`config.mk`:
```
export PLATFORM = sky130hd
export DESIGN_NAME = rcrm_exec
export DESIGN_NICKNAME = d
export VERILOG_FILES = /design/src/design/rcrm_pkg.sv /design/src/design/rcrm_quarter_gen.sv /design/src/design/rcrm_exec.sv
export VERILOG_INCLUDE_DIRS = /design/src /design/src/design
export SDC_FILE = /design/constraint.sdc
export NUM_CORES = 1
export LEC_CHECK = 0
export BUFFER_PORTS_ARGS = -buffer_cell sky130_fd_sc_hd__buf_2
export CAP_MARGIN = 0
export CORE_UTILIZATION = 57
export DETAILED_ROUTE_END_ITERATION = 7
export HOLD_SLACK_MARGIN = 0.12
export PLACE_DENSITY = 0.79
export SLEW_MARGIN = 20
export SYNTH_ARGS = -nofsm -noshare
export SYNTH_HDL_FRONTEND = slang
export SYNTH_HIERARCHICAL = 1
export SYNTH_SLANG_ARGS = --single-unit
export TNS_END_PERCENT = 1
```
`constraint.sdc`:
```
create_clock -name clk -period 5.05 [get_ports clk]
set_clock_uncertainty 0.1 [all_clocks]
set_input_delay 0.2525 -clock clk [delete_from_list [all_inputs] [get_ports clk]]
set_output_delay 0.2525 -clock clk [all_outputs]
set_load 0.005 [all_outputs]
```
`src/design/rcrm_map.svh`:
```
// Operation
// - the relative call carries an 11-bit signed word offset from -1024 to 1023.
// - the relative call first pushes the address of the next instruction, counter plus 2, onto the stack top.
// - the relative call target is counter plus 2 plus twice the signed offset.
// - the relative call takes two instruction cycles, the second a no-operation while the target is fetched.
// - the software reset opcode (low byte all ones) returns the execute state, but not the quarter phase, to master-clear values from the fourth quarter.
// - both multiplies write the product pair in the fourth quarter of their single cycle.
// - the multiply is unsigned 8x8 to 16 bits, high byte to the high register, accumulator and flags untouched.
// - every instruction cycle is four oscillator periods, quarters one to four, and sequencing runs on them.
`ifndef RCRM_MAP_SVH
`define RCRM_MAP_SVH
`define RCRM_PC_W        21
`define RCRM_OFS_W       11
`define RCRM_QUARTERS    4
`define RCRM_PC_STEP     21'h000002
`define RCRM_CALL_PFX    5'h1b
`define RCRM_RESET_OP    16'h00ff
`define RCRM_MULLIT_PFX  8'h0d
`define RCRM_MULREG_PFX  7'h01
`define RCRM_PROD_RST    8'h00
`endif

```
`src/design/rcrm_pkg.sv`:
```
package rcrm_pkg;
  typedef enum logic [1:0] {QONE, QTWO, QTHREE, QFOUR} rcrm_quarter_e;
  typedef enum logic [1:0] {EX_IDLE, EX_CALL, EX_MUL, EX_RST} rcrm_kind_e;
endpackage

```
`src/design/rcrm_quarter_gen.sv`:
```
`timescale 1ns/1ps
module rcrm_quarter_gen
  import rcrm_pkg::*;
(
  // clock and reset
  input  wire logic          clk,
  input  wire logic          srst,
  // quarter phase
  output rcrm_quarter_e      quarter,
  output logic               cycleStart
);
  typedef struct packed {
    rcrm_quarter_e q;
  } rcrm_qg_s;
  rcrm_qg_s st_q, st_d;

  always_comb begin
    st_d = st_q;
    unique case (st_q.q)
      QONE:   st_d.q = QTWO;
      QTWO:   st_d.q = QTHREE;
      QTHREE: st_d.q = QFOUR;
      QFOUR:  st_d.q = QONE;
    endcase
  end

  always_ff @(posedge clk) begin
    if (srst) begin
      st_q.q <= QONE;
    end else begin
      st_q <= st_d;
    end
  end

  assign quarter    = st_q.q;
  assign cycleStart = (st_q.q == QONE);
endmodule

```
`src/design/rcrm_exec.sv`:
```
`timescale 1ns/1ps
`include "rcrm_map.svh"
module rcrm_exec
  import rcrm_pkg::*;
(
  // clock and reset
  input  wire logic                    clk,
  input  wire logic                    srst,
  // instruction in, sampled at quarter one
  input  wire logic [15:0]             instrWord,
  input  wire logic                    instrValid,
  input  wire logic [`RCRM_PC_W-1:0]   pcIn,
  // multiply operands
  input  wire logic [7:0]              accumIn,
  input  wire logic [7:0]              fileIn,
  // quarter phase
  output rcrm_quarter_e                quarter,
  output logic                         cycleStart,
  // stack push
  output logic                         stackPush,
  output logic [`RCRM_PC_W-1:0]        stackTopEntry,
  // program counter load
  output logic                         pcLoad,
  output logic [`RCRM_PC_W-1:0]        pcTarget,
  output logic                         fetchNop,
  // product registers
  output logic [7:0]                   productHighByte,
  output logic [7:0]                   productLowByte,
  output logic                         productWrite,
  // software reset request to the core
  output logic                         softReset
);
  typedef struct packed {
    rcrm_kind_e                kind;
    logic                      secondCyc;
    logic [`RCRM_OFS_W-1:0]    ofs;
    logic [7:0]                mulB;
    logic [7:0]                product_high_byte;
    logic [7:0]                product_low_byte;
    logic [`RCRM_PC_W-1:0]     pushAddr;
    logic [`RCRM_PC_W-1:0]     tgt;
    logic                      push;
    logic                      load;
    logic                      pwr;
    logic                      rst;
  } rcrm_ex_s;
  rcrm_ex_s st_q, st_d;

  function automatic logic [`RCRM_PC_W-1:0] callTarget(
    input logic [`RCRM_PC_W-1:0] pc,
    input logic [`RCRM_OFS_W-1:0] n);
    logic [`RCRM_PC_W-1:0] sx;
    sx = {{(`RCRM_PC_W-`RCRM_OFS_W){n[`RCRM_OFS_W-1]}}, n};
    callTarget = pc + `RCRM_PC_STEP + {sx[`RCRM_PC_W-2:0], 1'b0};
  endfunction

  rcrm_quarter_gen uQuarter (
    .clk        (clk),
    .srst       (srst),
    .quarter    (quarter),
    .cycleStart (cycleStart)
  );

  logic [15:0] prod;
  assign prod = st_q.mulB * accumIn;

  always_comb begin
    st_d      = st_q;
    st_d.push = 1'b0;
    st_d.load = 1'b0;
    st_d.pwr  = 1'b0;
    unique case (quarter)
      QONE: begin
        st_d.rst = 1'b0;
        if (st_q.kind == EX_CALL && !st_q.secondCyc) begin
          st_d.secondCyc = 1'b1;
        end else begin
          st_d.kind      = EX_IDLE;
          st_d.secondCyc = 1'b0;
          if (instrValid) begin
            if (instrWord[15:11] == `RCRM_CALL_PFX) begin
              st_d.kind = EX_CALL;
              st_d.ofs  = instrWord[`RCRM_OFS_W-1:0];
              st_d.pushAddr = pcIn + `RCRM_PC_STEP;
              st_d.tgt  = callTarget(pcIn, instrWord[`RCRM_OFS_W-1:0]);
            end else if (instrWord == `RCRM_RESET_OP) begin
              st_d.kind = EX_RST;
            end else if (instrWord[15:8] == `RCRM_MULLIT_PFX) begin
              st_d.kind = EX_MUL;
              st_d.mulB = instrWord[7:0];
            end else if (instrWord[15:9] == `RCRM_MULREG_PFX) begin
              st_d.kind = EX_MUL;
              st_d.mulB = fileIn;
            end
          end
        end
      end
      QTWO: begin
        // reset is raised here, the rest of the cycle is idle
        if (st_q.kind == EX_RST) begin
          st_d.rst = 1'b1;
        end
        // push before the counter moves, so the stack sees the old flow
        if (st_q.kind == EX_CALL && !st_q.secondCyc) begin
          st_d.push = 1'b1;
        end
      end
      QTHREE: begin
        if (st_q.kind == EX_CALL && !st_q.secondCyc) begin
          st_d.load = 1'b1;
        end
      end
      QFOUR: begin
        if (st_q.kind == EX_MUL) begin
          st_d.product_high_byte = prod[15:8];
          st_d.product_low_byte = prod[7:0];
          st_d.pwr   = 1'b1;
        end
        if (st_q.kind == EX_RST) begin
          st_d.kind = EX_IDLE;
        end
      end
    endcase
  end

  always_ff @(posedge clk) begin
    if (srst || st_q.rst) begin
      st_q.kind      <= EX_IDLE;
      st_q.secondCyc <= 1'b0;
      st_q.ofs       <= '0;
      st_q.mulB      <= 8'h00;
      st_q.product_high_byte     <= `RCRM_PROD_RST;
      st_q.product_low_byte     <= `RCRM_PROD_RST;
      st_q.pushAddr  <= '0;
      st_q.tgt       <= '0;
      st_q.push      <= 1'b0;
      st_q.load      <= 1'b0;
      st_q.pwr       <= 1'b0;
      // the request drops after one clock, the rest of the cycle idles
      st_q.rst       <= 1'b0;
    end else begin
      st_q <= st_d;
    end
  end

  assign stackPush       = st_q.push;
  assign stackTopEntry   = st_q.pushAddr;
  assign pcLoad          = st_q.load;
  assign pcTarget        = st_q.tgt;
  assign fetchNop        = st_q.secondCyc;
  assign productHighByte = st_q.product_high_byte;
  assign productLowByte  = st_q.product_low_byte;
  assign productWrite    = st_q.pwr;
  assign softReset       = st_q.rst;
endmodule

```
# --- After elaboration in Yosys (flattened, before gate mapping) ---
# Cells that the tools add are included.
word_totals:
  reg_bits: 75
  output_inout_bits: 66
  elab_cells: 64
classes:
  add_sub_neg: 2
  multipliers: 1
  eq_ne: 13
  muxes: 15
  bitwise_logic: 6
  reduce_logical: 15
op_table:
  columns: ["op", "count"]
  rows:
  - ["$add 21x2->21 const B", 1]
  - ["$add 21x21->21", 1]
  - ["$eq 16x8->1 const B", 1]
  - ["$mul 8x8->16", 1]
  - ["$mux 8", 2]
  - ["$mux 2", 7]
  - ["$eq 2x2->1 const B", 4]
  - ["$eq 8x4->1 const B", 1]
  - ["$pmux 2 s4", 1]
  - ["$eq 7x1->1 const B", 1]
  - ["$ne 2x2->1 const B", 3]
  - ["$not 1->1", 6]
  - ["$reduce_and 6->1", 1]
  - ["$reduce_bool 2->1", 3]
  - ["$reduce_or 2->1", 3]
  - ["$eq 5x5->1 const B", 1]
  - ["$eq 2x1->1 const B", 2]
  - ["$pmux 2 s2", 1]
  - ["$reduce_and 2->1", 2]
  - ["$reduce_and 4->1", 1]
  - ["$mux 1", 3]
  - ["$reduce_and 3->1", 1]
  - ["$logic_not 2->1", 1]
  - ["$pmux 1 s2", 1]
  - ["3 further kinds", 3]

# --- Logic depth before layout (Yosys ltp) ---
logic_depth:
  word_depth: 8
  mapped_depth: 16
  mapped_depth_nobuf: 16

# --- Cells and area by module ---
# The synthesis kept the hierarchy.
modules_own_cells:
  columns: ["module", "n_inst", "cells_each", "area_per_inst_um2", "seq_area_each_um2"]
  rows:
  - ["rcrm_exec", 1, 796, 6507.5, 1441.4]
  - ["rcrm_quarter_gen", 1, 8, 88.8, 40.0]

# --- Least setup slack after synthesis ---
# Ideal clock, no wire load.
synth_path:
  kind: "reg2reg"
  from: "reg st_q[62] (netlist name)"
  to: "reg st_q, in the netlist productHighByte[6]"
  setup_time_ps: 117
  t_arrival_ps: 3887
  path_slack_ps: 945
  stages_incl_launch_ff: 16
  path_buffers: 0
  synth_period_minus_slack_ps: 4105
  cell_sequence: "dfxtp_1 nand2_1 fa_1 fa_1 inv_1 fa_1 inv_1 fa_1 inv_1 ha_1 o21a_1 o21ai_0 o21bai_1 a41oi_1 mux2i_1 nand2_1"
synth_between:
  elab_chain_cells: 1
synth_lines:
  columns: ["element", "line_no", "rtl"]
  rows:
  - ["start, declared", "rcrm_exec.sv:47", "rcrm_ex_s st_q, st_d;"]
  - ["start signal, assigned", "rcrm_exec.sv:142", "st_q <= st_d;"]
  - ["$mul 8x8->16", "rcrm_exec.sv:65", "assign prod = st_q.mulB * accumIn;"]
# No other way between the ends.
# A chain may end at the register's enable or synchronous reset.

# --- Final worst setup path ---
layout_path:
  from: "reg st_q[62] (netlist name)"
  to: "reg st_q, in the netlist productHighByte[7]"
# The elaborated chain is that of the path after synthesis.

==> results summary <==
The proportion of synthesized chip area in sequential cells is 0.2246. The post-detailed-route count of antenna-violating nets came out at 0. The post-route clock period utilization came out at 0.8792. The starting density of the core came out at 0.5954. Of the post-synthesis cell area, the dominant cell type holds 0.2246. The net count after synthesis is 955. The post-cts hold buffer count is 3. The peak ir drop on the vdd network came out at 0.1749 mV.

After detailed routing, the number of remaining DRC violations is 0. The number of cells produced by synthesis is 804. The final instance area is 7184 um^2. The internal portion of total power came out at 1142 uW. The critical path goes through nand2_1 -> fa_1 -> fa_1 -> inv_1 -> fa_1 -> inv_1 -> fa_1 -> inv_1 -> ha_1 -> inv_1 -> a21oi_1 -> o41ai_2 -> o21ai_0 -> xnor2_1 -> a21oi_1. Dividing the synthesized area by the synthesized cell count gives 8.204 um^2. The power share of the clock group came out at 0.442. The static leakage power is 0.003444 uW.

In this run the worst hold path is classified as primary input to flip-flop. The number of cells upsized or downsized after cts is 0. The data required time at the worst endpoint is 5.14 ns. In the final design database the tool counted 1009 nets. The highest clock rate came out at 0.2252 GHz. The via count of the routed design came out at 5528. The count of max-cap constraint violations came out at 0. The first TritonRoute pass finished after 4 iterations. The number of endpoints with negative hold slack in the final report is 0. The critical path is of the flip-flop to flip-flop type. The share of synthesized flip-flops with an asynchronous set or reset is 0. The ratio of cells with drive above 1 in the final layout is 0.1808. The via count of the first global-routing pass came out at 5309. 0 antenna diodes ended up in the layout. The net switching fraction of the power is 0.2753. The congestion estimate from routability-driven global placement came to 0.8668. The worst setup path is launched from a flip-flop. The buffer cell driving the clock tree root is clkbuf_16. The number of flops mapped to enable cells by yosys is 0.

For the pin with the worst max-slew slack, the measured transition is 0.6279 ns. For this run, the leading register cell type out of synthesis is dfxtp_1. The buffer levels on the longest clock path came out at 2.

The die covers 12010 um^2. In the global route stage, overall resource usage came out at 0.2559. Broken down by cell family, the worst path's largest delay share belongs to adder cells. Along the worst path, the maximum fanout reaches 9. Row generation in the floorplan step produced 38 rows.

The largest net degree at the start of global routing is 59. The H-tree depth came out at 3. For this block, the initial DRC count from the detailed router was 280.

For this run, the number of Yosys warnings is 6. The top-level port count is 122. Clock tree synthesis inserted a total of 9 buffers. The run finished with clean final reports. At the worst endpoint, the arrival time is 4.53 ns. The final global-route overflow total is 0.

The detail-routed via count per cell is 5.511. The number of setup violations in the final report came out at 0. The clock slew seen by the registers of the worst setup and hold paths is 0.06 ns.

The HPWL reported at the end of detailed placement came out at 11530 um. The biggest area contributor in the post-synthesis netlist is dfxtp_1. Setup repair after global routing left no endpoint under its margin. Dividing the detail-routed wire length by the instance count gives 14.80 um.

Yosys attributes the largest share of cell area to dfxtp_1 (22%), fa_1 (11%), ha_1 (11%). The combinational fraction of design power came out at 0.173. For the worst-skew pair, the clock arrives at the later sink with an insertion delay of 0.33 ns. The area of the core region is 11080 um^2. The number of distinct standard cells referenced by the synthesized netlist came out at 62. The clock tree from TritonCTS is done.

For this design, the slowest cell found on the critical path is fa_1. The count of input and output buffers came out at 121. The first-pass GRT wire length is 24050 um. The post-synthesis cell area came out at 6596 um^2.

The die boundary height came out at 109.6 um. The number of buffers and inverters on the critical path is 4. The minimum clock period after layout came out at 4.440 ns. The die is 109.6 um wide. The sequential group share of total power came out at 0.385. The worst-case headroom to the max-slew limit came out at 0.5757. The total placed instance area came out at 6835 um^2.

The final max-slew violation count is 0. The areal power density over the cells is 219.2 nW/um^2. On the worst path, the slowest cell contributes a delay of 0.56 ns. The total wire length after detailed routing came out at 14840 um.

The number of antenna violations at the first check in global routing came out at 0. The count of clock tree sinks is 74. The endpoint kind of the worst setup timing path is a flip-flop. Adding up every negative setup slack in the final design gives 0 ns. After synthesis the netlist holds a flip-flop and latch count of 74.

The layout overhead on the synthesized area is 8.915%. The analysis attributes to net switching a power of 433.6 uW. The buffers inserted during post-CTS setup optimization came out at 0.
==> metrics by stage <==
step	util	cells	setup WS [ns]	hold WS [ns]	total power, uW
global route	0.6485	1003	0.3609	0.2063	1643
CTS	0.6485	1003	0.6066	0.1789	1580
finish	0.6485	1003	0.6099	0.1824	1575
floorplan	-	804	0.9453	0.2241	798.6
detailed placement	0.6170	984	0.6228	0.3413	885.0
global placement	0.6170	984	0.6654	0.3377	884.2
==> synth_stat cells (2+ instances only) <==
cell type,instances
nand2_1,109
dfxtp_1,74
inv_1,65
a21oi_1,62
buf_4,59
ha_1,58
and2_1,56
nor2_1,40
fa_1,37
o21ai_0,26
xnor2_1,25
nand3_1,21
clkbuf_1,17
a211oi_1,16
xor2_1,14
a21o_1,11
nor3_1,11
mux2i_1,9
and3_1,8
nand4_1,8
o21a_1,7
o211ai_1,6
o21bai_1,6
nand2b_1,5
o21ai_1,5
buf_1,3
a31oi_1,2
and3_2,2
and3_4,2
buf_2,2
clkbuf_8,2
nand4b_1,2
nor2b_1,2
o2111ai_1,2
or2_2,2
xnor2_2,2
==> sequential cells by signal (all words and copies together), names as in the netlist <==
register / count
pcTarget: 20
productLowByte: 8
productWrite: 1
softReset: 1
stackTopEntry: 21
uQuarter/quarter: 2
pcLoad: 1
stackPush: 1
productHighByte: 8
fetchNop: 1
st_q: 10
==> worst register-to-register path: stages, from the launching register on <==
cell and delay [ns]:
dfxtp_1 0.46, nand2_1 0.12, fa_1 0.51, fa_1 0.54, inv_1 0.05, fa_1 0.56
inv_1 0.07, fa_1 0.53, inv_1 0.04, ha_1 0.31, inv_1 0.08, a21oi_1 0.06
o41ai_2 0.42, o21ai_0 0.18, xnor2_1 0.18, a21oi_1 0.08
==> layout by cell type, fill, tap and decap left out, types with 7 or more instances in the layout <==
cell type	synthesis	final
fa_1	37	37
nand3_1	21	21
o21ai_0	26	26
nand4_1	8	8
nor2_1	40	40
a211oi_1	16	16
dfxtp_1	74	74
o21a_1	7	7
buf_2	2	121
inv_1	65	65
clkbuf_16	0	9
xnor2_1	25	25
nand2_1	109	109
and3_1	8	8
nor3_1	11	11
and2_1	56	56
a21o_1	11	11
ha_1	58	58
a21oi_1	62	62
mux2i_1	9	9
xor2_1	14	14
==> per-layer routing <==
layer  part of all wire  global-route usage  vias up
li1                   -                   -     2746
met1               0.44              0.3188     2628
met2               0.50              0.4506      133
met3              0.041             0.03853       21
met4              0.017             0.08571        0
met5                  0                   0        -
==> path summary, 6_finish.rpt <==
path,start,end,slack (ns),cells after the start
worst max-delay path,st_q[62],productHighByte[7],0.61,15
worst min-delay path,pcIn[15],stackTopEntry[15],0.18,4
worst max register to register,st_q[62],productHighByte[7],0.61,15
worst min register to register,pcTarget[15],pcTarget[15],0.35,2
==> area by class of cell <==
cell class,count,area [um^2]
multi-input combinational,580,4299
fill,979,3894
sequential,74,1481
timing repair buffer,128,665.6
inverter,65,244.0
clock buffer,10,229.0
tap,140,175.2
clock inverter,6,90.09
==> power groups by stage <==
stage / registers [uW] / logic [uW] / clock network (uW)
floorplan: 617 / 182 / 0
global placement: 620 / 265 / 0
detailed placement: 620 / 265 / 0
CTS: 607 / 270 / 703
global route: 608 / 304 / 732
finish: 607 / 272 / 696
==> cell families after synthesis <==
logic type	synth area share
flip-flops	0.2246
buffers and inverters	0.1237
multiplexers	0.01366
XOR/XNOR	0.05671
AND/OR/NAND/NOR	0.2132
adder cells (fa/ha/maj)	0.2223
AO/OA/AOI/OAI	0.1459
No activity file was read; power rests on OpenSTA's default activity.
